==> src/common/sub_exec_pkg.sv <==
// Constants for the byte subtract execution datapath.
// Assumes a core that presents one 16-bit instruction word per instruction cycle.
package sub_exec_pkg;
    // Instruction encodings
    localparam logic [7:0]  OPC_IMM_HI      = 8'h08;    // Upper byte of literal subtract
    localparam logic [5:0]  OPC_REG_HI      = 6'h17;    // Upper six bits of register subtract
    localparam int          DEST_BIT        = 9;
    localparam int          BANK_BIT        = 8;
    // Indexed literal offset limit
    localparam logic [7:0]  IDX_LIMIT       = 8'h5F;
    // Access window split: low part is bank 0, rest maps to the top bank
    localparam logic [7:0]  ACC_SPLIT       = 8'h60;
    localparam logic [3:0]  ACC_HIGH_BANK   = 4'hF;
    // Reset values
    localparam logic [7:0]  ACC_RST         = 8'h00;
    localparam logic [4:0]  FLAGS_RST       = 5'h00;
    // Flag positions in the status byte
    localparam int          FL_CARRY        = 0;
    localparam int          FL_HALF         = 1;
    localparam int          FL_ZERO         = 2;
    localparam int          FL_WRAP         = 3;
    localparam int          FL_SIGN         = 4;
    // Quarter phases, one-hot
    typedef enum logic [3:0] {
        PH_DECODE  = 4'h1,
        PH_READ    = 4'h2,
        PH_PROCESS = 4'h4,
        PH_WRITE   = 4'h8
    } phase_e;
endpackage

==> src/byte_sub_alu.sv <==
// Combinational 8-bit subtractor: minuend minus subtrahend with flags.
// Assumes the caller registers results; carry means no borrow.
`timescale 1ns/1ps
module byte_sub_alu #(
    parameter int WIDTH = 8
) (
    // Operands
    input  wire logic [WIDTH-1:0] minuend,
    input  wire logic [WIDTH-1:0] subtrahend,
    // Results
    output logic      [WIDTH-1:0] diff,
    output logic      [4:0]       flags
);
    // Elaboration check: the nibble and sign flag logic assumes a byte datapath
    if (WIDTH != 8) begin
        $error("byte_sub_alu supports WIDTH 8 only");
    end

    logic [WIDTH:0] full;
    logic [4:0]     low;

    // Two's complement subtraction; flags follow carry-is-inverted-borrow
    always_comb begin
        full  = {1'b0, minuend} - {1'b0, subtrahend};
        low   = {1'b0, minuend[3:0]} - {1'b0, subtrahend[3:0]};
        diff  = full[WIDTH-1:0];
        flags = '0;
        flags[sub_exec_pkg::FL_CARRY] = ~full[WIDTH];
        flags[sub_exec_pkg::FL_HALF]  = ~low[4];
        flags[sub_exec_pkg::FL_ZERO]  = (full[WIDTH-1:0] == '0);
        flags[sub_exec_pkg::FL_SIGN]  = full[WIDTH-1];
        flags[sub_exec_pkg::FL_WRAP]  = (minuend[WIDTH-1] ^ subtrahend[WIDTH-1])
                                        & (full[WIDTH-1] ^ minuend[WIDTH-1]);
    end
endmodule

==> src/byte_subtract_exec.sv <==
// Execution datapath for the literal subtract and register subtract instructions.
// Assumes a core instruction word held stable while start is pulsed, and a
// data memory with combinational read data and a one-cycle write strobe.
// Contract
// - Literal subtract: immediate minus accumulator into accumulator, opcode byte 08.
// - Literal subtract uses one cycle: decode, read, process, write quarters.
// - Register subtract: register value minus accumulator, two's complement.
// - Destination bit zero writes accumulator, register left unchanged.
// - Destination bit one writes difference back into the register.
// - Bank bit zero uses access window; one uses bank select register.
// - Extended set and bank zero: addresses to 5F are indexed offsets.
// - Register subtract uses one cycle: decode, read, process, write quarters.
// - Positive nonzero difference sets carry, clears zero and sign.
// - Zero difference sets carry and zero, clears sign.
// - Negative difference clears carry, sets sign, clears zero.
//
// Decided for this implementation: the strobed register port and the register addresses.
`timescale 1ns/1ps
module byte_subtract_exec (
    // Clock and reset
    input  wire logic        ref_clk,
    input  wire logic        resetn,
    // Instruction issue
    input  wire logic        start,
    input  wire logic [15:0] instr,
    input  wire logic        ext_set_en,
    input  wire logic [3:0]  bank_select_reg,
    input  wire logic [11:0] index_base,
    // Data memory
    output logic      [11:0] mem_addr,
    input  wire logic [7:0]  mem_rdata,
    output logic             mem_we,
    output logic      [7:0]  mem_wdata,
    // Architectural state
    output logic      [7:0]  acc,
    output logic             carry_flag,
    output logic             half_borrow_flag,
    output logic             zero_flag,
    output logic             signed_wrap_flag,
    output logic             sign_flag,
    // Status
    output logic             busy,
    output logic             done,
    output logic             illegal
);
    typedef struct packed {
        // Sequencer control
        sub_exec_pkg::phase_e phase;
        logic                 active;
        // Captured decode of the word in flight
        logic                 is_reg;
        logic                 dest_reg;
        logic [11:0]          addr;
        // Datapath holding registers between quarters
        logic [7:0]           opnd;
        logic [7:0]           diff;
        logic [4:0]           flags;
        // Architectural state seen by software
        logic [7:0]           acc;
        logic [4:0]           status;
        // One-cycle strobes and the write data beside them
        logic                 we;
        logic [7:0]           wdata;
        logic                 done;
        logic                 illegal;
    } state_s;

    state_s st_r;
    state_s st_nxt;

    // Subtractor results, used only in the process quarter
    logic [7:0]  alu_diff;
    logic [4:0]  alu_flags;
    // Fields of the word on the issue port
    logic        is_imm;
    logic        is_reg;
    logic        dest_bit;
    logic        bank_bit;
    logic [7:0]  fld;
    // Candidate operand addresses, one for each addressing form
    logic [11:0] bank_addr;
    logic [11:0] idx_addr;
    logic [11:0] win_addr;
    logic        idx_hit;
    logic        win_low;
    logic [11:0] eff_addr;

    // Elaboration checks on the shared constants: a bad package edit would
    // otherwise mis-decode words quietly instead of failing at build time
    if (sub_exec_pkg::DEST_BIT == sub_exec_pkg::BANK_BIT) begin
        $error("destination and bank bits must differ");
    end
    // Both mode bits sit between the register field and the opcode
    if ((sub_exec_pkg::DEST_BIT < $bits(fld))
        || (sub_exec_pkg::DEST_BIT >= $bits(instr) - $bits(sub_exec_pkg::OPC_REG_HI))) begin
        $error("destination bit overlaps another field");
    end
    if ((sub_exec_pkg::BANK_BIT < $bits(fld))
        || (sub_exec_pkg::BANK_BIT >= $bits(instr) - $bits(sub_exec_pkg::OPC_REG_HI))) begin
        $error("bank bit overlaps another field");
    end
    // Indexed offsets must be a subset of the low part of the window
    if (sub_exec_pkg::IDX_LIMIT >= sub_exec_pkg::ACC_SPLIT) begin
        $error("indexed offset limit must lie below the window split");
    end
    // A bank number and a register field must fill a data address exactly
    if ($bits(bank_select_reg) + $bits(fld) != $bits(eff_addr)) begin
        $error("bank and register field do not fill an address");
    end
    if ($bits(sub_exec_pkg::ACC_HIGH_BANK) != $bits(bank_select_reg)) begin
        $error("top bank number has the wrong width");
    end
    if ($bits(index_base) != $bits(eff_addr)) begin
        $error("index base has the wrong width");
    end
    // Every flag position must fall inside the status vector
    if ((sub_exec_pkg::FL_CARRY >= $bits(alu_flags)) || (sub_exec_pkg::FL_HALF >= $bits(alu_flags))
        || (sub_exec_pkg::FL_ZERO >= $bits(alu_flags)) || (sub_exec_pkg::FL_WRAP >= $bits(alu_flags))
        || (sub_exec_pkg::FL_SIGN >= $bits(alu_flags))) begin
        $error("flag position outside the status vector");
    end
    // Reset constants must match the registers they load
    if (($bits(sub_exec_pkg::ACC_RST) != $bits(acc)) || ($bits(sub_exec_pkg::FLAGS_RST) != $bits(alu_flags))) begin
        $error("reset constant has the wrong width");
    end
    // Each quarter owns exactly one flip-flop of the phase code
    if (($countones(sub_exec_pkg::PH_DECODE) != 1) || ($countones(sub_exec_pkg::PH_READ) != 1)
        || ($countones(sub_exec_pkg::PH_PROCESS) != 1) || ($countones(sub_exec_pkg::PH_WRITE) != 1)) begin
        $error("phase codes must be one-hot");
    end

    // Opcode recognition; evaluated every cycle but used only beside start
    // opcode byte match
    assign is_imm   = (instr[15:8] == sub_exec_pkg::OPC_IMM_HI);
    assign is_reg   = (instr[15:10] == sub_exec_pkg::OPC_REG_HI);
    assign fld      = instr[7:0];
    // Mode bits are zero bits of opcode byte 08 in the literal form; the destination bit is also masked at decode
    assign dest_bit = instr[sub_exec_pkg::DEST_BIT];
    assign bank_bit = instr[sub_exec_pkg::BANK_BIT];

    // Candidate addresses, all formed in parallel so the final mux stays shallow
    // banked address
    assign bank_addr = {bank_select_reg, fld};
    // indexed literal offset; the sum wraps at the top of data space
    assign idx_addr  = index_base + {4'h0, fld};
    assign idx_hit   = ext_set_en && (fld <= sub_exec_pkg::IDX_LIMIT);
    // Access window: low part in bank zero, upper part in the top bank
    assign win_low   = (fld < sub_exec_pkg::ACC_SPLIT);
    assign win_addr  = win_low ? {4'h0, fld} : {sub_exec_pkg::ACC_HIGH_BANK, fld};

    // Effective address of the register operand
    always_comb begin
        if (bank_bit) begin
            eff_addr = bank_addr;
        // indexed mode takes precedence over the window
        end else if (idx_hit) begin
            eff_addr = idx_addr;
        end else begin
            eff_addr = win_addr;
        end
    end

    // Shared subtractor: operand minus accumulator
    byte_sub_alu #(
        .WIDTH (8)
    ) u_alu (
        .minuend    (st_r.opnd),
        .subtrahend (st_r.acc),
        .diff       (alu_diff),
        .flags      (alu_flags)
    );

    // Quarter phase sequencer; one instruction takes four ref_clk edges
    // Strobes fall back to zero by default, so each lasts exactly one cycle
    always_comb begin
        st_nxt         = st_r;
        st_nxt.we      = 1'b0;
        st_nxt.done    = 1'b0;
        st_nxt.illegal = 1'b0;
        case (st_r.phase)
            sub_exec_pkg::PH_DECODE: begin
                // decode quarter
                // The word is looked at only here; later quarters use the
                // captured copy, so the core may change instr right away
                if (start) begin
                    if (is_imm || is_reg) begin
                        st_nxt.active   = 1'b1;
                        st_nxt.is_reg   = is_reg;
                        // Literal form has no destination field: accumulator only
                        st_nxt.dest_reg = is_reg & dest_bit;
                        // Address fixed now; bank and index inputs may move later
                        st_nxt.addr     = eff_addr;
                        st_nxt.opnd     = fld;
                        st_nxt.phase    = sub_exec_pkg::PH_READ;
                    end else begin
                        st_nxt.illegal  = 1'b1;  // Not ours; ignored
                    end
                end
            end
            sub_exec_pkg::PH_READ: begin
                // read register operand
                // mem_addr has stood a full cycle, so the read data is settled
                if (st_r.is_reg) begin
                    st_nxt.opnd = mem_rdata;
                end
                st_nxt.phase = sub_exec_pkg::PH_PROCESS;
            end
            sub_exec_pkg::PH_PROCESS: begin
                // overflow and half borrow
                // Result and flags stay private until the write quarter
                st_nxt.diff  = alu_diff;
                st_nxt.flags = alu_flags;
                st_nxt.phase = sub_exec_pkg::PH_WRITE;
            end
            sub_exec_pkg::PH_WRITE: begin
                // negative result flags committed
                // All five flags change together, on the same edge as done
                st_nxt.status = st_r.flags;
                if (st_r.dest_reg) begin
                    st_nxt.we    = 1'b1;
                    st_nxt.wdata = st_r.diff;
                end else begin
                    st_nxt.acc   = st_r.diff;
                end
                // Back to decode at once, so a new start may stand beside done
                st_nxt.active = 1'b0;
                st_nxt.done   = 1'b1;
                st_nxt.phase  = sub_exec_pkg::PH_DECODE;
            end
            default: begin
                // Unreachable code; recover to idle rather than lock up
                st_nxt.phase  = sub_exec_pkg::PH_DECODE;
                st_nxt.active = 1'b0;
            end
        endcase
    end

    // State register
    // Reset leaves the sequencer idle in decode with a clear accumulator
    // and clear flags, so the first start may follow at the next edge
    always_ff @(posedge ref_clk or negedge resetn) begin
        if (!resetn) begin
            st_r          <= '0;
            st_r.phase    <= sub_exec_pkg::PH_DECODE;
            st_r.acc      <= sub_exec_pkg::ACC_RST;
            st_r.status   <= sub_exec_pkg::FLAGS_RST;
        end else begin
            st_r <= st_nxt;
        end
    end

    // Outputs come straight from the state flip-flops, so none can glitch;
    // the address is held in state for the whole instruction
    // Data memory side
    assign mem_addr         = st_r.addr;
    assign mem_we           = st_r.we;
    assign mem_wdata        = st_r.wdata;
    // Accumulator and flags, visible from the edge that raises done
    assign acc              = st_r.acc;
    assign carry_flag       = st_r.status[sub_exec_pkg::FL_CARRY];
    assign half_borrow_flag = st_r.status[sub_exec_pkg::FL_HALF];
    assign zero_flag        = st_r.status[sub_exec_pkg::FL_ZERO];
    assign signed_wrap_flag = st_r.status[sub_exec_pkg::FL_WRAP];
    assign sign_flag        = st_r.status[sub_exec_pkg::FL_SIGN];
    // Sequencer status; done and illegal are single-cycle strobes
    assign busy             = st_r.active;
    assign done             = st_r.done;
    assign illegal          = st_r.illegal;
endmodule

==> config.mk <==
export PLATFORM = sky130hd
export DESIGN_NAME = byte_subtract_exec
export DESIGN_NICKNAME = d
export VERILOG_FILES = /design/src/common/sub_exec_pkg.sv /design/src/byte_sub_alu.sv /design/src/byte_subtract_exec.sv
export SDC_FILE = /design/constraint.sdc
export NUM_CORES = 1
export LEC_CHECK = 0
export BUFFER_PORTS_ARGS = -buffer_cell sky130_fd_sc_hd__buf_2
export CELL_PAD_IN_SITES_DETAIL_PLACEMENT = 2
export CELL_PAD_IN_SITES_GLOBAL_PLACEMENT = 2
export CORE_MARGIN = 3
export CORE_UTILIZATION = 29
export DETAILED_ROUTE_END_ITERATION = 10
export MAX_ROUTING_LAYER = met4
export PLACE_DENSITY_LB_ADDON = 0.08
export RECOVER_POWER = 25
export SYNTH_ARGS = -nofsm -noshare
export SYNTH_HDL_FRONTEND = slang
export SYNTH_SLANG_ARGS = --single-unit
==> constraint.sdc <==
create_clock -name ref_clk -period 6.4 [get_ports ref_clk]
set_input_delay 1.28 -clock ref_clk [delete_from_list [all_inputs] [get_ports ref_clk]]
set_output_delay 1.28 -clock ref_clk [all_outputs]
set_load 0.1 [all_outputs]
# Yosys cells after proc, flatten, opt, wreduce, memory -nomap -nowiden

Index checks and enable logic that the tools add are counted.

$lt $le $gt $ge: 2
Equality and inequality tests: 9
Shift-type cells: 0
Bitwise operators: 8
$add $sub $neg: 3
Multipliers: 0
Divide/modulo/power cells: 0
Mux-type cells: 14
Reduce and logical (&&, ||, !) cells: 11

Operators with widths:

| cell                 | count |
|---|---|
| $mux W27             | 2 |
| $mux W12             | 3 |
| $pmux W8 S2          | 1 |
| $add A12 B8 Y12      | 1 |
| $pmux W4 S3          | 1 |
| $mux W10             | 1 |
| $mux W9              | 1 |
| $sub A8 B8 Y9        | 1 |
| $eq A8 B4 Y1 const B | 1 |
| $le A8 B7 Y1 const B | 1 |
| $logic_not A8 Y1     | 1 |
| $lt A8 B7 Y1 const B | 1 |
| $mux W8              | 1 |
| $eq A6 B5 Y1 const B | 1 |
| $ne A2 B2 Y1 const B | 3 |
| $reduce_and A2 Y1    | 3 |
| $reduce_and A3 Y1    | 2 |
| $sub A4 B4 Y5        | 1 |
| $eq A4 B1 Y1 const B | 1 |
| $eq A4 B2 Y1 const B | 1 |
| $eq A4 B3 Y1 const B | 1 |
| $eq A4 B4 Y1 const B | 1 |
| $not A1 Y1           | 4 |
| $reduce_and A4 Y1    | 1 |
| other kinds (8)      | 12 |

Bits in read-only memories: 0
Memories: 0
Bits in writable memories: 0
Register bits after elaboration: 64
Bits in latches: 0

# Depth between registers and ports, before layout

Gate-level depths: netlist of run 1.

Depth after elaboration: 7
Depth in mapped cells: 10

# Cells and area by module

From an unflattened synthesis of run 1, not the netlist that was laid out.

Cells, all modules: 382
Area, all modules: 3809.9 sq um

By module, submodules not included:

| module             | area each (sq um) | seq. area each (sq um) | instances | cells each |
|---|---|---|---|---|
| byte_subtract_exec | 3337.0            | 1602.8                 | 1         | 314 |
| byte_sub_alu       | 473.0             | 0.0                    | 1         | 68 |

# Worst setup path after synthesis of run 1

Ideal clock, no wire load.

Path type: input to register
From: in instr[8]
To: reg st_r (netlist bit mem_addr[10])
Path buffers: 1
Arrival: 2.760 ns
Slack: 3.512 ns
Cell stages on the path: 8
Library setup time: 0.129 ns
Path through: or4_1 o21ai_1 or3b_4 clkinv_2 buf_6 o21ai_1 o21ai_1 o41ai_2

Longest elaborated chain between the ends: 3
Elaborated cells on any way between the ends: 4
Those cells by class: eq/ne: 1; mux: 1; reduce/logical: 2

Ends and longest elaborated chain:

| element                     | RTL line                  | text |
|---|---|---|
| from (decl)                 | byte_subtract_exec.sv:25  | `input wire logic [15:0] instr,` |
| $eq A8 B4 Y1                | byte_subtract_exec.sv:134 | `assign is_imm = (instr[15:8] == sub_exec_pkg::OPC_IMM_HI);` |
| $logic_or A1 B1 Y1          | byte_subtract_exec.sv:186 | `if (is_imm \|\| is_reg) begin` |
| $reduce_and A3 Y1 (no line) | --                        |  |
| to (signal assigned)        | byte_subtract_exec.sv:248 | `st_r <= st_nxt;` |
| to (decl)                   | byte_subtract_exec.sv:68  | `state_s st_r;` |

Parallel ways exist; a longest one is shown, timed or not.
A chain may end at the register's enable or synchronous reset.

# Final worst setup path of run 1

From: in instr[8]
To: reg st_r[37] (netlist name)

Longest elaborated chain between the ends: 4

Ends and longest elaborated chain:

| element                     | RTL line |
|---|---|
| $eq A8 B4 Y1                | byte_subtract_exec.sv:134 |
| $logic_or A1 B1 Y1          | byte_subtract_exec.sv:186 |
| $ne A2 B2 Y1 (no line)      | -- |
| $reduce_and A4 Y1 (no line) | -- |

No other way between the ends.

==> impl_summary.log, run 1 <==
[metrics] overall global routing resource usage: 15.7%
[metrics] violated checks: max-capacitance violations, max-slew violations
[metrics] hold path startpoint: st_r[41]$_DFFE_PN0P_
[metrics] Final Critical Period: 3240 ps
[metrics] CP max stage delay: 520 ps
[metrics] Worst EP arrival: approximately 3400 ps
[metrics] CTS H-tree depth: 3
[metrics] share of layout cells above drive strength 1: a little over a quarter
[metrics] wire per inst: 16.7 um
[metrics] timing startpoint of the critical path: instr[8]
[metrics] count of hold buffers inserted by post-cts repair: 0
[metrics] Hold Vio Cnt, Final: 0
[metrics] cell type contributing the most total cell area after synthesis: dfrtp_1
[metrics] net switching power: 0.000388 W
[metrics] worst-case headroom to the max-slew limit: -2.63%
[metrics] initial cell density of the core: 30.4%
[metrics] most frequent cells in the layout: buf_2, dfrtp_1, nand2_1
[metrics] endpoint kind of the worst setup timing path: register
[metrics] routed vias/inst: 4.90
[metrics] number of top-level pins: 81
[metrics] switching share of power: 31.7%
[metrics] top cells by area, synth: dfrtp_1, buf_4, ha_1
[metrics] number of enable-type register cells in the synthesized netlist: 0
[metrics] clk buf depth: 2
[metrics] antenna diode instance count: 0
[metrics] RSZ-0062 raised after global routing: false
[metrics] IR drop worst, VDD: 0.126 mV
[metrics] Die X-Extent: ~120 um
[metrics] final cell count without fillers: approximately 570
[metrics] most common cell after layout, fill and taps aside: buf_2
[metrics] Fmax achieved: 309 MHz
[metrics] Post-Layout Inst Area: 4190 um2
[metrics] area of the die: 13,700 um2
[metrics] Max Cap Viol: 1
[metrics] CTS Sinks: 63
[metrics] category of the critical setup timing path: in -> reg
[metrics] post-detail-place hpwl: approximately 7400 um
[metrics] final number of max-transition violations: 9
[metrics] hold crit path type: reg -> reg
[metrics] placeable core region: 11,700 um2
[metrics] antenna-violating nets left: 0
[metrics] Final Skew: 9.46 ps
[metrics] post-synthesis cell area: 3560 um2
[metrics] Main synth FF type: dfrtp_1
[metrics] internal portion of total power: between 0.0008 and 0.0009 W
[metrics] CTS clk-pin slew, worst paths: 50 ps
[metrics] number of nets produced by synthesis: 434
[metrics] distinct cell type count of the synthesized netlist: 47
[metrics] result of the run: finished, violations left
[metrics] TritonCTS Buffers: 9
[metrics] share of total power in combinational logic: a little over a fifth
[metrics] Detailed Routing Iterations Pass 1: 4
[metrics] share of async-settable or async-resettable flops after synthesis: 100%
[metrics] # placed instances: 558
[metrics] overall power after layout: 0.00122 W
[metrics] CP required: 6590 ps
[metrics] grt ovf: 0
[metrics] Seq cells post-synth: 63
[metrics] part of the cycle the worst path needs: between 50% and 60%
[metrics] total wirelength of the detailed-routed design: about 9600 um
[metrics] number of setup violations in the final report: 0
[metrics] crit-path cells: buf_2, or4_1, o21ai_1, or3b_4, clkinv_2, a21oi_2, a221oi_1, a21oi_1
[metrics] syn_area_per_cell: approximately 9.6 um2
[metrics] ratio of total power to cell area: 292 nW/um2
[metrics] startpoint type of the worst setup path: input port
[metrics] power share of the clock group: 43.7%
[metrics] register area share after synthesis: 44.3%
[metrics] number of DRC violations after detailed-routing iteration 0: between 100 and 150
[metrics] post-CTS setup buffer count: 0
[metrics] worst-margin pin slew: about 1500 ps
[metrics] startpoint of the worst register-to-register path: st_r[61]$_DFFE_PN0P_
[metrics] leakage component of the power: 2.15 nW
[metrics] number of buffers inserted by port buffering: 80
[metrics] die boundary height: approximately 120 um
[metrics] Vias: 2,815
[metrics] post-cts gate resize count: 0
[metrics] num rows: 39
[metrics] setup_tns: 0 ps
[metrics] sequential share of power: ~36%
[metrics] share of the synthesized area in the top cell type: between 40% and 50%
[metrics] cell at the root of the clock tree: clkbuf_16
[metrics] number of global-route vias before repair: about 3,100
[metrics] r2r setup slk: roughly 3500 ps
[metrics] cell with the largest stage delay on the worst path: or4_1
[metrics] antenna violations before repair: 0
[metrics] number of instances in the synthesized netlist: 372
[metrics] Routability Congestion: 0.795
[metrics] insertion delay of the later-clocked pin in the worst-skew pair: about 340 ps
[metrics] wire length of the first global-routing pass: 15,900 um
[metrics] highest net fanout along the worst path: 22
[metrics] CTS tree: done
[metrics] maximum number of pins on one net before global-route repair: 64
[metrics] P&R area growth vs syn: 17.7%
[metrics] placed instance area: 3870 um2
[metrics] Remaining DRCs: 0
[metrics] number of nets in the layout: 488
[metrics] Yosys warnings: 0
-- layout make-up --
class	instances	area [um2]
Sequential cell	63	1580
Tap cell	143	179
Clock buffer	13	260
Multi-Input combinational cell	248	1610
Clock inverter	3	65.1
Fill cell	1303	7520
Timing Repair Buffer	82	415
Inverter	22	83.8
-- routing by layer --
metal,GRT usage [%],part of all wire [%],vias up
met1,18.6,44,1384
met3,2.78,2.5,11
li1,-,-,1365
met4,6.65,2.0,0
met2,26.3,51,55
met5,-,0,-
-- final timing paths --
| path | to | cells after the start |
|---|---|---|
| max in group asynchronous | acc[2]$_DFFE_PN0P_ | 2 |
| min in group asynchronous | mem_we$_DFF_PN0_ | 2 |
| worst max-delay path | st_r[37]$_DFFE_PN0P_ | 8 |
| worst max register to register | mem_wdata[4]$_DFFE_PN0P_ | 3 |
| worst min-delay path | st_r[41]$_DFFE_PN0P_ | 2 |
| worst min register to register | st_r[41]$_DFFE_PN0P_ | 2 |
-- cell usage after synthesis, drive strengths merged (4+ instances only) --
master / count
nand2: 49
buf: 32
nor2: 23
a31oi: 7
a21oi: 24
o21ai: 29
a21o: 8
nor2b: 4
xnor2: 6
nor3: 8
nand2b: 5
xor2: 7
a22oi: 7
dfrtp: 62
nand3: 4
clkbuf: 7
mux2: 16
inv: 21
ha: 16
-- state kept, by name, summed over array words and instances (netlist names) --
signal            flops
sign_flag             1
mem_we                1
acc                   8
zero_flag             1
st_r                 26
mem_wdata             8
mem_addr             12
signed_wrap_flag      1
busy                  1
done                  1
half_borrow_flag      1
illegal               1
carry_flag            1
-- cell families after synthesis --
logic type               Yosys count  synth area share (%)
AO/OA/AOI/OAI                     89                  15.3
XOR/XNOR                          13                  3.20
adder cells (fa/ha/maj)           18                  6.74
buffers and inverters             61                  10.3
flip-flops                        63                  44.3
multiplexers                      18                  5.62
AND/OR/NAND/NOR                  110                  14.6
-- power groups by stage --
stage | combinational [W] | clock [W] | sequential [W]
2_1_floorplan | 0.000207 | 0 | 0.000449
3_3_place_gp | 0.000253 | 0 | 0.000443
3_5_place_dp | 0.000258 | 0 | 0.000442
4_1_cts | 0.000258 | 0.000549 | 0.000436
5_1_grt | 0.000272 | 0.000568 | 0.000438
6_report | 0.000254 | 0.000534 | 0.000435
-- worst max-delay path, delay by kind of cell --
kind	cells	cell delay, ps
AND/OR/NAND/NOR	2	1020
AO/OA/AOI/OAI	4	720
buffers and inverters	2	390
-- metrics by stage --
step | utilization (%) | hold slack, ps | setup slack, ps
final | 35.8 | 493 | 3160
after global placement | 33.1 | 473 | 2900
after floorplan | - | 443 | 3510
after CTS | 35.9 | 495 | 3140
after global routing | 35.8 | 525 | 2980
after detailed placement | 33.1 | 483 | 2800
(Power assumes the default switching activity.)
==> run 2: changes to the inputs <==
==> constraint.sdc (replaced) <==
create_clock -name ref_clk -period 3 [get_ports ref_clk]
set_input_delay 0.6 -clock ref_clk [delete_from_list [all_inputs] [get_ports ref_clk]]
set_output_delay 0.6 -clock ref_clk [all_outputs]
set_load 0.1 [all_outputs]
==> impl_summary.log, run 2 (synthesis gave the netlist of run 1 again) <==
[metrics] setup_tns: 0 ps (unchanged)
[metrics] CTS tree: done
[metrics] Vias: 2,829 (+0.50%)
[metrics] number of top-level pins: 81 (unchanged)
[metrics] net switching power: 0.000825 W (+110%)
[metrics] cell at the root of the clock tree: clkbuf_16
[metrics] die boundary height: 117 um (unchanged)
[metrics] number of setup violations in the final report: 0 (unchanged)
[metrics] CTS Sinks: 63 (unchanged)
[metrics] initial cell density of the core: 30.4% (unchanged)
[metrics] routed vias/inst: 4.88 (-0.54%)
[metrics] number of global-route vias before repair: 3,115 (-1.0%)
[metrics] endpoint kind of the worst setup timing path: register
[metrics] worst slack, placed: 234 ps (-2570 ps)
[metrics] worst-case headroom to the max-slew limit: -23.4% (-21 points)
[metrics] ratio of total power to cell area: 581 nW/um2 (+99%)
[metrics] TritonCTS Buffers: 9 (unchanged)
[metrics] share of layout cells above drive strength 1: 28.4% (+1.5 points)
[metrics] result of the run: finished, violations left
[metrics] grt ovf: 0 (unchanged)
[metrics] Post-Layout Inst Area: 4200 um2 (about the same)
[metrics] post-CTS setup buffer count: 0 (unchanged)
[metrics] part of the cycle the worst path needs: 80.1%
[metrics] Hold Vio Cnt, Final: 0 (unchanged)
[metrics] CTS H-tree depth: 3 (unchanged)
[metrics] power share of the clock group: 39.7% (-4.0 points)
[metrics] # placed instances: 564 (+1.1%)
[metrics] CTS clk-pin slew, worst paths: 50 ps (about the same)
[metrics] antenna diode instance count: 0 (unchanged)
[metrics] CP required: 3180 ps (-3410 ps)
[metrics] post-detail-place hpwl: 7610 um (+2.9%)
[metrics] FILL cells: 1,293 (-0.77%)
[metrics] Detailed Routing Iterations Pass 1: 4 (unchanged)
[metrics] number of nets in the layout: 494 (+1.2%)
[metrics] cell with the largest stage delay on the worst path: or4_1
[metrics] number of DRC violations after detailed-routing iteration 0: 95 (-7.8%)
[metrics] share of total power in combinational logic: 22.2% (+1.4 points)
[metrics] num rows: 39 (unchanged)
[metrics] final number of max-transition violations: 65 (+56)
[metrics] startpoint type of the worst setup path: input port
[metrics] largest register by flop count: st_r
[metrics] antenna-violating nets left: 0 (unchanged)
[metrics] worst-margin pin slew: 1850 ps (+334 ps)
[metrics] P&R area growth vs syn: 17.8% (about the same)
[metrics] category of the critical setup timing path: in -> reg
[metrics] overall global routing resource usage: 15.5% (-0.18 points)
[metrics] flip-flop count of the largest register after layout: 26 (unchanged)
[metrics] insertion delay of the later-clocked pin in the worst-skew pair: 320 ps (-20 ps)
[metrics] sequential share of power: 38.1% (+2.5 points)
[metrics] clk buf depth: 2 (unchanged)
[metrics] placed instance area: 3920 um2 (+1.2%)
[metrics] Final Critical Period: 2400 ps
[metrics] Routability Congestion: 0.788 (-0.94%)
[metrics] Remaining DRCs: 0 (unchanged)
[metrics] crit-path cells: buf_2, or4_1, o21ai_1, or3b_4, clkinv_2, a21oi_2, a221oi_1, a21oi_1
[metrics] count of hold buffers inserted by post-cts repair: 0 (unchanged)
[metrics] Final Skew: 5.74 ps (-3.72 ps)
[metrics] total wirelength of the detailed-routed design: 9480 um (-0.85%)
[metrics] maximum number of pins on one net before global-route repair: 34 (-47%)
[metrics] placeable core region: 11,700 um2 (unchanged)
[metrics] antenna violations before repair: 0 (unchanged)
[metrics] Max Cap Viol: 2 (+1)
[metrics] final cell count without fillers: 580 (+1.0%)
[metrics] wire per inst: 16.3 um (-1.9%)
[metrics] CP max stage delay: 530 ps (about the same)
[metrics] number of buffers inserted by port buffering: 80 (unchanged)
[metrics] IR drop worst, VDD: 0.263 mV (+110%)
[metrics] post-cts gate resize count: 0 (unchanged)
[metrics] area of the die: 13,700 um2 (unchanged)
[metrics] hold crit path type: reg -> reg
[metrics] Worst EP arrival: 2580 ps (-850 ps)
[metrics] Fmax achieved: between 400 and 500 MHz
[metrics] leakage component of the power: 2.14 nW (-0.37%)
[metrics] violated checks: max-capacitance violations, max-slew violations
[metrics] RSZ-0062 raised after global routing: false
[metrics] final critical-path setup slack: 596 ps (-2570 ps)
[metrics] most frequent cells in the layout: buf_2, dfrtp_1, nand2_1
[metrics] wire length of the first global-routing pass: 16,000 um (+0.65%)
[metrics] Die X-Extent: 117 um (unchanged)
[metrics] most common cell after layout, fill and taps aside: buf_2
[metrics] switching share of power: 33.8% (+2.1 points)
[metrics] highest net fanout along the worst path: 22 (unchanged)
[metrics] internal portion of total power: 0.00161 W (+93%)
-- run 2: final cells by class --
cell class / instances / area [um2] / share of cell area, %
inverters: 22 / 83.8 / 2.00
repair buffers: 88 / 452 / 10.8
multi-input cells: 248 / 1620 / 38.6
clock inverters: 5 / 32.5 / 0.775
flip-flops and latches: 63 / 1580 / 37.6
well taps: 143 / 179 / 4.26
clock buffers: 11 / 253 / 6.02
-- run 2: path summary, 6_finish.rpt --
path                                 startpoint                   end  cells past startpoint  slack (ps)
min in group asynchronous                resetn      mem_we$_DFF_PN0_                      2         810
max                                    instr[8]  st_r[37]$_DFFE_PN0P_                      8         600
max in group asynchronous                resetn  st_r[61]$_DFFE_PN0P_                      2        1020
min reg2reg                st_r[26]$_DFFE_PN0P_  st_r[26]$_DFFE_PN0P_                      2         480
min                        st_r[26]$_DFFE_PN0P_  st_r[26]$_DFFE_PN0P_                      2         480
max reg2reg                  acc[2]$_DFFE_PN0P_  st_r[36]$_DFFE_PN0P_                      8         760
-- run 2: metrics by stage --
step / utilization [%] / hold slack, ps / power [W]
CTS: 35.9 / 316 / 0.00248
global placement: 33.5 / 468 / 0.00149
detailed placement: 33.5 / 475 / 0.00149
finish: 35.8 / 480 / 0.00244
global route: 35.8 / 510 / 0.00256
floorplan: - / 304 / 0.00140
-- run 2: power by group through the flow --
| stage | combinational, W | clock, W | sequential (W) |
|---|---|---|---|
| finish | 0.000541 | 0.000968 | 0.000927 |
| global route | 0.000581 | 0.00104 | 0.000935 |
| CTS | 0.000551 | 0.000997 | 0.000930 |
| detailed placement | 0.000551 | 0 | 0.000944 |
| global placement | 0.000543 | 0 | 0.000944 |
| floorplan | 0.000441 | 0 | 0.000958 |
-- run 2: metal layers --
layer | track usage (%) | part of all wire [%]
met5 | - | 0
met4 | 5.05 | 1.6
met3 | 2.47 | 2.3
met2 | 25.4 | 49
met1 | 19.7 | 47
-- run 2: critical path, delay by kind of cell --
family          cells  cell delay, ps
simple gates        2             930
buf+inv             2             380
compound gates      4             670
